<file path="src/charge_seq_pkg.sv">
/*
  constants, register map and carrier types of the charge sequencer.
  assumes a 40 MHz pclk and an APB master with 32-bit data.
*/
`default_nettype none
package charge_seq_pkg;
  // ------------------------------------------------------------
  // clock and timing
  // ------------------------------------------------------------
  localparam int CLK_PERIOD_NS = 25;
  localparam int MS_NS         = 1_000_000;
  localparam int TICK_CYC      = MS_NS / CLK_PERIOD_NS;
  localparam int DBT_MIN       = 30;
  localparam int TOPOFF_MIN    = 30;
  localparam int MIN_MS        = 60_000;
  localparam int HOUR_MS       = 3_600_000;
  localparam int DBT_MS        = DBT_MIN * MIN_MS;
  localparam int TOPOFF_MS     = TOPOFF_MIN * MIN_MS;
  localparam int TOTAL_BASE_H  = 5;
  localparam int DEBOUNCE_MS   = 60;
  localparam int MS_W          = 26;
  // ------------------------------------------------------------
  // currents in mA
  // ------------------------------------------------------------
  localparam logic [10:0] PRE_MA    = 11'd90;
  localparam logic [10:0] LEVEL_BASE_MA = 11'd200;
  localparam logic [10:0] LEVEL_STEP_MA = 11'd50;
  localparam logic [10:0] RAMP_MA   = 11'd10;
  // ------------------------------------------------------------
  // register map (byte addresses) and reset values
  // ------------------------------------------------------------
  localparam logic [7:0] A_CTRL   = 8'h00;
  localparam logic [7:0] A_LEVEL  = 8'h04;
  localparam logic [7:0] A_STATUS = 8'h08;
  localparam logic [7:0] A_EVENT  = 8'h0C;
  localparam logic [9:0]  CTRL_RST  = 10'h057;
  localparam logic [15:0] LEVEL_RST = 16'h8A35;
  // ctrl bit positions
  localparam int C_EN = 0, C_DBT = 1, C_TOT = 2, C_TOP = 3, C_STOP = 4;
  localparam int C_FORCE = 5, C_AUTO = 6, C_LEN = 8;
  // event bit positions
  localparam int E_DBT = 0, E_TOT = 1, E_HOT = 2, E_TERM = 3, E_RECH = 4;
  localparam int EVENT_W = 5;
  // ------------------------------------------------------------
  // types
  // ------------------------------------------------------------
  typedef enum logic [6:0] {
    ST_IDLE = 7'b000_0001, ST_PRE  = 7'b000_0010, ST_FAST = 7'b000_0100,
    ST_CV   = 7'b000_1000, ST_TOP  = 7'b001_0000, ST_DONE = 7'b010_0000,
    ST_FAULT = 7'b100_0000
  } state_e;
  typedef enum logic [2:0] {
    ACC_NONE = 3'd0, ACC_SDP = 3'd1, ACC_CDP = 3'd2, ACC_DCP = 3'd3,
    ACC_CARKIT = 3'd4, ACC_FACTORY = 3'd5, ACC_UNKNOWN = 3'd6
  } accessory_e;
  typedef struct packed {
    logic supply_valid;
    logic over_voltage;
    logic battery_absent_input;
    logic over_temp;
    logic below_short;
    logic below_weak;
    logic near_float;
    logic below_end;
    logic recharge_drop;
  } sense_s;
  typedef struct packed {
    logic        charge_on;
    logic        voltage_loop;
    logic [10:0] current_ma;
  } drive_s;
  typedef struct packed {
    logic [3:0] weak_battery_level;
    logic [3:0] float_voltage_level;
    logic [3:0] end_of_charge_level;
    logic [3:0] fast_charge_level;
  } level_s;
endpackage
`default_nettype wire

</file>
<file path="src/charge_seq.sv">
/*
  linear li-ion charge sequencer with APB register slave.
  assumes analog comparators deliver the sense inputs synchronous to
  pclk and an accessory detector gives the attached accessory type.
*/
`timescale 1ns/100ps
`default_nettype none
module charge_seq
  import charge_seq_pkg::*;
#(
  parameter int TICK_CYCLES = TICK_CYC,
  parameter int DBT_LIMIT   = DBT_MS,
  parameter int TOP_LIMIT   = TOPOFF_MS,
  parameter int HOUR_LIMIT  = HOUR_MS
) (
  // clock, reset, enable
  input  wire logic        pclk,
  input  wire logic        presetn,
  input  wire logic        ce,
  // apb slave
  input  wire logic        psel,
  input  wire logic        penable,
  input  wire logic        pwrite,
  input  wire logic [7:0]  paddr,
  input  wire logic [31:0] pwdata,
  output var  logic [31:0] prdata,
  output var  logic        pready,
  output var  logic        pslverr,
  // analog side
  input  wire sense_s      sense,
  input  wire accessory_e  accessory,
  output var  drive_s      drive,
  output var  level_s      levels,
  output var  state_e      state
);
  // ------------------------------------------------------------
  // declarations
  // ------------------------------------------------------------
  logic [9:0]         ctrl_r;
  logic [EVENT_W-1:0] event_r;
  logic [15:0]        tick_cnt_r;
  logic               tick;
  logic [MS_W-1:0]    dbt_ms_r, tot_ms_r, top_ms_r;
  logic [6:0]         deb_ms_r;
  logic               term_seen_r, dbt_live_r;
  logic               dbt_exp, tot_exp, top_exp, deb_done;
  logic [10:0]        target_ma;
  state_e             state_nxt;
  logic               restart;
  logic               fault_entry;
  logic               setup, wr_en;

  // total timer limit in ms from the programmed length
  function automatic logic [MS_W-1:0] total_limit(input logic [1:0] len);
    total_limit = MS_W'((TOTAL_BASE_H + int'(len)) * HOUR_LIMIT);
  endfunction

  // fast-charge level code to mA
  function automatic logic [10:0] level_ma(input logic [3:0] lv);
    level_ma = 11'(LEVEL_BASE_MA + LEVEL_STEP_MA * 11'(lv));
  endfunction

  // ------------------------------------------------------------
  // apb slave: data is latched in setup so every output is a flop
  // ------------------------------------------------------------
  assign setup = psel && !penable;
  assign wr_en = psel && penable && pwrite && pready;

  // answer one cycle after setup: zero wait states in the access phase
  always_ff @(posedge pclk or negedge presetn) begin
    if (!presetn) begin
      pready  <= 1'b0;
      pslverr <= 1'b0;
      prdata  <= 32'h0000_0000;
    end else if (ce) begin
      pready  <= setup;
      pslverr <= 1'b0;
      prdata  <= 32'h0000_0000;
      if (setup) begin
        case (paddr)
          A_CTRL:   prdata <= {22'h0, ctrl_r};
          A_LEVEL:  prdata <= {16'h0, levels};
          A_STATUS: prdata <= {5'h0, drive.current_ma, 6'h00, drive.charge_on,
                               drive.voltage_loop, term_seen_r, state};
          A_EVENT:  prdata <= {27'h0, event_r};
          default:  pslverr <= 1'b1;
        endcase
      end
    end
  end

  // control and level registers; disable then enable clears a fault
  always_ff @(posedge pclk or negedge presetn) begin
    if (!presetn) begin
      ctrl_r <= CTRL_RST;
      levels <= LEVEL_RST;
    end else if (ce && wr_en) begin
      if (paddr == A_CTRL)
        ctrl_r <= pwdata[9:0];
      if (paddr == A_LEVEL)
        levels <= pwdata[15:0];
    end
  end

  // faults flag once on entry, so a cause that stands in fault cannot defeat the clear
  assign fault_entry = state_nxt == ST_FAULT && state != ST_FAULT;

  // sticky events, write one to clear; a new event beats the clear
  always_ff @(posedge pclk or negedge presetn) begin
    if (!presetn) begin
      event_r <= '0;
    end else if (ce) begin
      event_r <= (event_r & ~((wr_en && paddr == A_EVENT) ? pwdata[EVENT_W-1:0] : '0))
               | {state_nxt == ST_FAST && state == ST_DONE,
                  state_nxt == ST_DONE && state == ST_CV || top_exp && state == ST_TOP,
                  fault_entry && sense.over_temp,
                  fault_entry && tot_exp,
                  fault_entry && dbt_exp};
    end
  end

  // ------------------------------------------------------------
  // millisecond tick and timers
  // ------------------------------------------------------------
  assign tick     = (tick_cnt_r == 16'(TICK_CYCLES - 1));
  assign dbt_exp  = dbt_live_r && ctrl_r[C_DBT] && dbt_ms_r >= MS_W'(DBT_LIMIT);
  assign tot_exp  = ctrl_r[C_TOT] && tot_ms_r >= total_limit(ctrl_r[C_LEN+:2]);
  assign top_exp  = top_ms_r >= MS_W'(TOP_LIMIT);
  assign deb_done = deb_ms_r >= 7'(DEBOUNCE_MS);
  assign restart  = state == ST_IDLE && state_nxt != ST_IDLE;

  // shared prescaler; restarts with each attach so timers start aligned
  always_ff @(posedge pclk or negedge presetn) begin
    if (!presetn)
      tick_cnt_r <= 16'h0000;
    else if (ce)
      tick_cnt_r <= (tick || restart) ? 16'h0000 : 16'(tick_cnt_r + 16'h0001);
  end

  // dead-battery timer: cleared only when a charge starts from idle, keeps running under ovp
  always_ff @(posedge pclk or negedge presetn) begin
    if (!presetn) begin
      dbt_ms_r   <= '0;
      dbt_live_r <= 1'b0;
    end else if (ce) begin
      if (restart) begin
        dbt_ms_r   <= '0;
        dbt_live_r <= 1'b1;
      end else if (!sense.below_weak || state == ST_IDLE) begin
        dbt_live_r <= 1'b0;
      end else if (tick && dbt_live_r) begin
        dbt_ms_r <= MS_W'(dbt_ms_r + 1'b1);
      end
    end
  end

  // total timer stops at termination and ignores top-off time
  always_ff @(posedge pclk or negedge presetn) begin
    if (!presetn) begin
      tot_ms_r    <= '0;
      term_seen_r <= 1'b0;
    end else if (ce) begin
      if (restart || state_nxt == ST_FAST && state == ST_DONE) begin
        tot_ms_r    <= '0;
        term_seen_r <= 1'b0;
      end else if (state == ST_CV && sense.below_end) begin
        term_seen_r <= 1'b1;
      end else if (tick && !term_seen_r && (state == ST_PRE || state == ST_FAST || state == ST_CV)) begin
        tot_ms_r <= MS_W'(tot_ms_r + 1'b1);
      end
    end
  end

  // top-off duration and recharge debounce
  always_ff @(posedge pclk or negedge presetn) begin
    if (!presetn) begin
      top_ms_r <= '0;
      deb_ms_r <= 7'h00;
    end else if (ce) begin
      if (state != ST_TOP)
        top_ms_r <= '0;
      else if (tick)
        top_ms_r <= MS_W'(top_ms_r + 1'b1);
      if (state != ST_DONE || !sense.recharge_drop)
        deb_ms_r <= 7'h00;
      else if (tick && !deb_done)
        deb_ms_r <= 7'(deb_ms_r + 7'h01);
    end
  end

  // ------------------------------------------------------------
  // sequencer
  // ------------------------------------------------------------
  // next stage; loss of supply or enable wins over everything
  always_comb begin
    state_nxt = state;
    if (!sense.supply_valid || !ctrl_r[C_EN] || sense.battery_absent_input) begin
      state_nxt = ST_IDLE;
    end else if (state != ST_IDLE && state != ST_FAULT && sense.over_temp) begin
      state_nxt = ST_FAULT;
    end else if ((state == ST_PRE || state == ST_FAST) && dbt_exp) begin
      state_nxt = ST_FAULT;
    end else if ((state == ST_PRE || state == ST_FAST || state == ST_CV) && tot_exp && !term_seen_r) begin
      state_nxt = ST_FAULT;
    end else begin
      case (state)
        ST_IDLE:  state_nxt = sense.below_short ? ST_PRE : ST_FAST;
        ST_PRE:   if (!sense.below_short) state_nxt = ST_FAST;
        ST_FAST:  if (sense.near_float) state_nxt = ST_CV;
        ST_CV:    if (sense.below_end && ctrl_r[C_STOP])
                    state_nxt = ctrl_r[C_TOP] ? ST_TOP : ST_DONE;
        ST_TOP:   if (top_exp) state_nxt = ST_DONE;
        ST_DONE:  if (deb_done) state_nxt = ST_FAST;
        ST_FAULT: state_nxt = ST_FAULT;
        default:  state_nxt = ST_IDLE;
      endcase
    end
  end

  // stage register
  always_ff @(posedge pclk or negedge presetn) begin
    if (!presetn)
      state <= ST_IDLE;
    else if (ce)
      state <= state_nxt;
  end

  // current target for the present stage
  always_comb begin
    target_ma = 11'h000;
    case (state)
      ST_PRE: target_ma = PRE_MA;
      ST_FAST, ST_CV, ST_TOP: begin
        if (ctrl_r[C_FORCE])
          target_ma = level_ma(levels.fast_charge_level);
        else if (ctrl_r[C_AUTO] && (accessory == ACC_CDP || accessory == ACC_DCP
                                    || accessory == ACC_CARKIT))
          target_ma = level_ma(levels.fast_charge_level);
        else
          target_ma = PRE_MA;
      end
      default: target_ma = 11'h000;
    endcase
  end

  // soft start: up in steps on each tick, down at once; ovp pauses only
  always_ff @(posedge pclk or negedge presetn) begin
    if (!presetn) begin
      drive <= '0;
    end else if (ce) begin
      drive.voltage_loop <= state_nxt == ST_CV || state_nxt == ST_TOP;
      if (state_nxt == ST_IDLE || sense.over_voltage || target_ma == 11'h000) begin
        drive.charge_on  <= 1'b0;
        drive.current_ma <= 11'h000;
      end else begin
        drive.charge_on <= 1'b1;
        if (drive.current_ma > target_ma)
          drive.current_ma <= target_ma;
        else if (tick)
          drive.current_ma <= (target_ma - drive.current_ma > RAMP_MA)
                              ? 11'(drive.current_ma + RAMP_MA) : target_ma;
      end
    end
  end
endmodule
`default_nettype wire

</file>
<file path="config.mk">
export PLATFORM = sky130hd
export DESIGN_NAME = charge_seq
export DESIGN_NICKNAME = d
export VERILOG_FILES = /design/src/charge_seq_pkg.sv /design/src/charge_seq.sv
export SDC_FILE = /design/constraint.sdc
export NUM_CORES = 1
export LEC_CHECK = 0
export BUFFER_PORTS_ARGS = -buffer_cell sky130_fd_sc_hd__buf_2
export CAP_MARGIN = 20
export CORE_MARGIN = 2
export CORE_UTILIZATION = 55
export CTS_BUF_LIST = sky130_fd_sc_hd__clkbuf_8
export CTS_CLUSTER_SIZE = 16
export DETAILED_ROUTE_END_ITERATION = 10
export PLACE_DENSITY = 0.9
export SYNTH_ARGS = -nofsm -noshare
export SYNTH_HDL_FRONTEND = slang
export SYNTH_SLANG_ARGS = --single-unit
</file>
<file path="constraint.sdc">
create_clock -name pclk -period 4.26 [get_ports pclk]
set_input_delay 0.639 -clock pclk [delete_from_list [all_inputs] [get_ports pclk]]
set_output_delay 0.639 -clock pclk [all_outputs]
set_load 0.01 [all_outputs]
</file>
After elaboration in Yosys (flattened, before gate mapping). Cells that the tools add are included.

Reductions and logical operators: 70. Bitwise operators: 3. Add/subtract/negate cells: 9. Eq/ne operators: 27. Multiply operators: 2. Magnitude comparators: 6. Muxes and demuxes: 40.

Operator list (number): two-way mux 26 bit (8); case mux 27 bit (4 select lines) (1); adder 26 x 1 -> 26 bit, second input constant (3); two-way mux 7 bit (11); two-way mux 11 bit (6); greater-or-equal comparator 26 x 21 -> 1 bit, second input constant (2); case mux 7 bit (7 select lines) (1); two-way mux 32 bit (1); logical AND 1 bit (29); greater-or-equal comparator 26 bit (1); case mux 11 bit (2 select lines) (1); multiplier 4 x 15 -> 19 bit, second input constant (1); adder 16 x 1 -> 16 bit, second input constant (1); equality test 16 bit, second input constant (1); equality test 8 x 4 -> 1 bit, second input constant (2); two-way mux 16 bit (1); equality test 7 x 1 -> 1 bit, second input constant (2); equality test 7 x 3 -> 1 bit, second input constant (2); equality test 7 x 4 -> 1 bit, second input constant (2); equality test 7 x 5 -> 1 bit, second input constant (2); equality test 7 x 6 -> 1 bit, second input constant (2); equality test 7 bit, second input constant (2); logical OR 1 bit (14); != test 7 x 1 -> 1 bit, second input constant (2); other kinds (33) (59).

Register bits: 188. Logic and storage cells: 177. Input bits: 58.

Depth between registers and ports, before layout.
Depth in word-level cells: 15. Depth in mapped cells: 19. Mapped depth without buffers: 17.

Least setup slack after synthesis. OpenSTA, ideal clock, no wires.

Path type: register to register. From: register state[0]. To: register drive[9] (netlist name). Slack: 268 ps. Buffers on the path: 5. Cell stages (with the launch flop): 19. Library setup time: 155 ps. Data required time: 4105 ps. Arrival: 3837 ps. Period minus slack after synthesis: 3992 ps. Cell sequence: dfstp_2 > buf_2 > or4_1 > clkbuf_1 > o21ai_0 > nor2_1 > nor2_1 > ha_1 > clkbuf_1 > a21oi_1 > a21oi_1 > a2111o_1 > a21oi_1 > xnor2_1 > a41oi_1 > buf_2 > buf_4 > mux2i_1 > o22ai_1.

Word-level cells in the longest chain between the ends: 14.

RTL lines: start: declaration (RTL line charge_seq.sv:34) `output var state_e state`; start signal: assignment (RTL line charge_seq.sv:225) `state <= state_nxt;`; parallel branches: the longest is 14 deep, another holds subtractor 11 bit; end: declaration (RTL line charge_seq.sv:32) `output var drive_s drive,`.

Parallel ways; which one is timed is not known. The select of a mux whose other input is x is not followed. A chain may end at the register's enable or synchronous reset.

Worst setup path in the final report.
From: register levels[0] (netlist name). To: register drive[9] (netlist name).

Word-level cells in the longest chain between the ends: 11.

RTL lines: start: declaration (RTL line charge_seq.sv:33) `output var level_s levels,`; start signal: assignment (RTL line charge_seq.sv:101) `levels <= pwdata[15:0];`; multiplier 5 x 4 -> 9 bit (*) (RTL line charge_seq.sv:60) `level_ma = 11'(LEVEL_BASE_MA + LEVEL_STEP_MA * 11'(lv));`; adder 8 x 10 -> 11 bit (*) (RTL line charge_seq.sv:60); two-way mux 11 bit (RTL line charge_seq.sv:236) `else if (ctrl_r[C_AUTO] && (accessory == ACC_CDP || accessory == ACC_DCP`; two-way mux 11 bit (*) (RTL line charge_seq.sv:234) `if (ctrl_r[C_FORCE])`; case mux 11 bit (2 select lines) (*) (RTL line charge_seq.sv:231) `case (state)`; subtractor 11 bit (RTL line charge_seq.sv:260) `drive.current_ma <= (target_ma - drive.current_ma > RAMP_MA)`; greater-than comparator 11 x 4 -> 1 bit (RTL line charge_seq.sv:260); two-way mux 11 bit (RTL line charge_seq.sv:261) `? 11'(drive.current_ma + RAMP_MA) : target_ma;`; two-way mux 11 bit (RTL line charge_seq.sv:259) `else if (tick)`; two-way mux 11 bit (RTL line charge_seq.sv:257) `if (drive.current_ma > target_ma)`; two-way mux 11 bit (RTL line charge_seq.sv:252) `if (state_nxt == ST_IDLE || sense.over_voltage || target_ma == 11'h000) begin`.

Mark *: on every way between the ends. The rest lies on a longest branch, timed or not. The select of a mux whose other input is x is not followed.

==> summary.md <==
| Metric | Value |
|---|---|
| Run status | finished, violations left |
| Failing checks | negative setup slack |
| Worst Tran Pin Value | between 1000 and 1500 ps |
| Largest stage delay, worst path | approximately 600 ps |
| Critical Path Fanout Max | 9 |
| DRC violations left | 0 |
| Die X | 144 um |
| Pin count of the biggest net entering global routing | 99 |
| Register clock-pin slew on the reported worst setup and hold paths | ~100 ps |
| VDD IR max | around 0.00018 V |
| HPWL after detailed placement | 18.7 mm |
| Nets | approximately 1,400 |
| Mux contribution to synthesized area | 5.37% |
| Clk_lat worst skew | 480 ps |
| Most common flop cell mapped by yosys | dfrtp_1 |
| Distinct cells, synth | 79 |
| Max Cap Viol | 0 |
| Crit path max-delay cell type | fa_2 |
| Cells after Synth | 1,123 |
| Synth area leader | dfrtp_1 |
| Gpl congestion | just under 1 |
| Initial antenna violation count | 1 |
| Post-synth top area share | a little under 40% |
| Max Fclk | between 0.2 and 0.25 GHz |
| H-tree levels | 4 |
| Post-synthesis simple-gate area fraction | between 20% and 30% |
| Req. time, crit path | approximately 4600 ps |
| Die ar. | 0.0206 mm2 |
| Grt ovf | 0 |
| Area grow syn2layout | 13.1% |
| Cts hold-fix bufs | 0 |
| Worst Hold Class | in -> async |
| WP buf/inv | 1 |
| Endpoints failing setup | 10 |
| Synth Area in Compound Gates | approximately 14% |
| # port buffers | about 110 |
| Worst Skew | about 19 ps |
| Critical-path cell list | ha_1 -> ha_2 -> fa_2 -> a21oi_1 -> nor2b_1 -> or3_1 -> a21oi_2 -> ha_4 -> a21oi_2 -> o22ai_2 -> a311oi_1 -> and4_1 -> a41oi_4 -> buf_6 -> mux2i_1 -> o22ai_1 |
| Seq/Total Area, Yosys | 42.6% |
| Drt first pass iters | 5 |
| Syn Area/Cell | 9.55 um2 |
| Design Power | between 3 and 4 mW |
| Leak | 5.59 nW |
| Final instance area | about 0.012 mm2 |
| Met3 global-route usage | under 10% |
| WL/cell | 18.3 um |
| Yosys reg bits | roughly 180 |
| Overall routed net length | about 28 mm |
| Share of layout cells above drive strength 1 | 20.5% |
| Max-slew violations | 0 |
| M2 GR Usage | 41.1% |
| Most Frequent Cell on Critical Path | a21oi_2 |
| Core area | slightly below 0.02 mm2 |
| Vias per cell | about 6.3 |
| Initial Utilization | 55.6% |
| Global route hottest layer | met2 |
| GR Util met1 | 33.3% |
| Fill cells | ~1,500 |
| Area occupied by multi-input gates | ~0.006 mm2 |
| Area contributors post-synth | dfrtp_1 39%, ha_1 6.9%, nor2_1 4.7%, xnor2_1 3.3%, dfstp_2 3.2% |
| CP startpoint kind | register |
| Mapped Area | approximately 0.011 mm2 |
| DRT iter0 DRCs | between 800 and 900 |
| Fin crit share | 104% |
| Clock Sinks | approximately 180 |
| Power per Cell Area | around 250 mW/mm2 |
| Longest Clk Path Bufs | 2 |
| Tmin final | roughly 4400 ps |
| Critical Path AT | about 4800 ps |
| CTS tree | yes |
| Vias in the first global route | between 8,000 and 9,000 |
| FF+latch area | approximately 0.0046 mm2 |
| Vias after detailed routing | approximately 9,500 |
| Global-route wire length before repair | roughly 42 mm |
| Xor/xnor cell area share of the yosys netlist | 6.53% |
| Setup WS post-layout | -153 ps |
| Adder-Cell Fraction of Synth Area | approximately 7% |
| Num ports | 128 |
| Final hold vios | 0 |
| CP Capture Type | register |
| Placement Cell Area | 0.0115 mm2 |
| DRT antenna net count | 0 |
| Main combinational cell family by area after synthesis | simple AND/OR/NAND/NOR gates |
| Delay-heaviest family, CP | adder cells |
| Slew margin rel. | 29.8% |
| Kind of critical path | reg -> reg |
| Fraction of registers with async set/reset | between 90% and 100% |
| TritonCTS buffer count | 17 |
| Row count | 51 |
| GR Util All Layers | roughly a quarter |
| Die Span Y | about 140 um |
| Post-synth EDFFs | 0 |
| CTS Root Buffer Type | clkbuf_8 |
| Number of synthesis warnings | 0 |
==> kinds of logic after synthesis <==
group                    count (synthesis)
multiplexers                            48
other                                    1
AO/OA/AOI/OAI                          233
XOR/XNOR                                80
AND/OR/NAND/NOR                        416
adder cells (fa/ha/maj)                 60
flip-flops                             182
buffers and inverters                  103
==> worst reg2reg max path, cell delays in order, from the launching register on <==
cell	delay, ps
dfstp_2	580
ha_1	250
ha_2	220
fa_2	600
a21oi_1	70
nor2b_1	160
or3_1	340
a21oi_2	220
ha_4	250
a21oi_2	150
o22ai_2	130
a311oi_1	290
and4_1	320
a41oi_4	180
buf_6	210
mux2i_1	210
o22ai_1	120
==> cell usage in the layout, fill, tap and decap left out, types with 18 or more instances in the layout <==
master / count
nand4_1: 29
o21ai_0: 38
xor2_1: 38
o21ai_1: 33
nor2_1: 131
dfrtp_1: 169
or3_1: 18
mux2_2: 21
xnor2_1: 40
clkbuf_8: 19
buf_2: 104
a21oi_1: 34
inv_1: 56
ha_1: 54
nand2_1: 73
nand3_1: 36
and3_1: 22
buf_4: 26
nor3_1: 21
==> metrics by stage <==
stage          setup TNS, ps  std cells  util, %  worst slack [ps]  hold slack (ps)
2_1_floorplan              0       1129        -               268              343
3_3_place_gp               0       1471     59.9              56.1              460
3_5_place_dp           -52.2       1471     59.9             -48.6              469
4_1_cts                    0       1504     61.8              64.6              287
5_1_grt                -2140       1513     63.0              -280              308
6_report                -748       1513     63.0              -153              240
==> metal layers <==
metal | up-vias | wire, um
met3 | 110 | 2210
met2 | 472 | 13300
met1 | 4642 | 11200
met5 | - | 0
met4 | 0 | 1060
li1 | 4240 | -
==> state kept, by name, summed over array words and instances, names as in the netlist <==
register / cells
ctrl_r: 10
dbt_live_r: 1
dbt_ms_r: 26
deb_ms_r: 7
drive: 12
event_r: 5
levels: 16
prdata: 27
pready: 1
pslverr: 1
state: 7
term_seen_r: 1
tick_cnt_r: 16
top_ms_r: 26
tot_ms_r: 26
==> final timing paths <==
check                           start            to  slack [ps]  depth (start not counted)
hold / removal                presetn  tot_ms_r[14]         240                          1
min in group pclk          pwdata[12]    levels[12]         390                          2
setup / recovery            levels[0]      drive[9]        -150                         16
hold reg to reg             prdata[8]     prdata[8]         490                          1
max in group asynchronous     presetn     levels[5]        2950                          2
setup reg to reg            levels[0]      drive[9]        -150                         16
==> cell type report <==
cell class	instances	area share, %
tap	265	2.73
clock inverter	12	0.670
clock buffer	19	2.16
timing repair buffer	135	6.43
multi-input combinational	844	48.6
inverter	55	1.70
sequential	182	37.7
antenna	1	0.0206
==> power breakdown <==
part / switching [mW] / internal, mW
Sequential: 0.0343 / 1.75
Clock: 0.638 / 0.430
Combinational: 0.113 / 0.0598
==> what timing repair did <==
item	4_1_cts	5_1_grt
buffers inserted	2	6
cloned	0	2
endpoints found under the setup margin	3	10
resized for setup	0	32
pin swaps	1	8
==> synthesized netlist by cell type, drive strengths merged (6+ instances only) <==
library cell  instances
dfrtp               169
nor2                136
nand2                74
o21ai                74
ha                   59
inv                  55
xnor2                41
xor2                 39
a21oi                38
nand3                37
nand4                29
nor3                 27
clkbuf               26
mux2                 26
and3                 22
buf                  22
a31oi                18
or3                  18
a22o                 17
mux2i                17
o2bb2ai              17
dfstp                13
nor4                 13
nor2b                12
o22ai                12
a21o                 11
and4                  8
nand2b                8
or4                   7
and2                  6
o211ai                6
o31ai                 6
or2                   6
No activity file was read; power rests on OpenSTA's default activity.
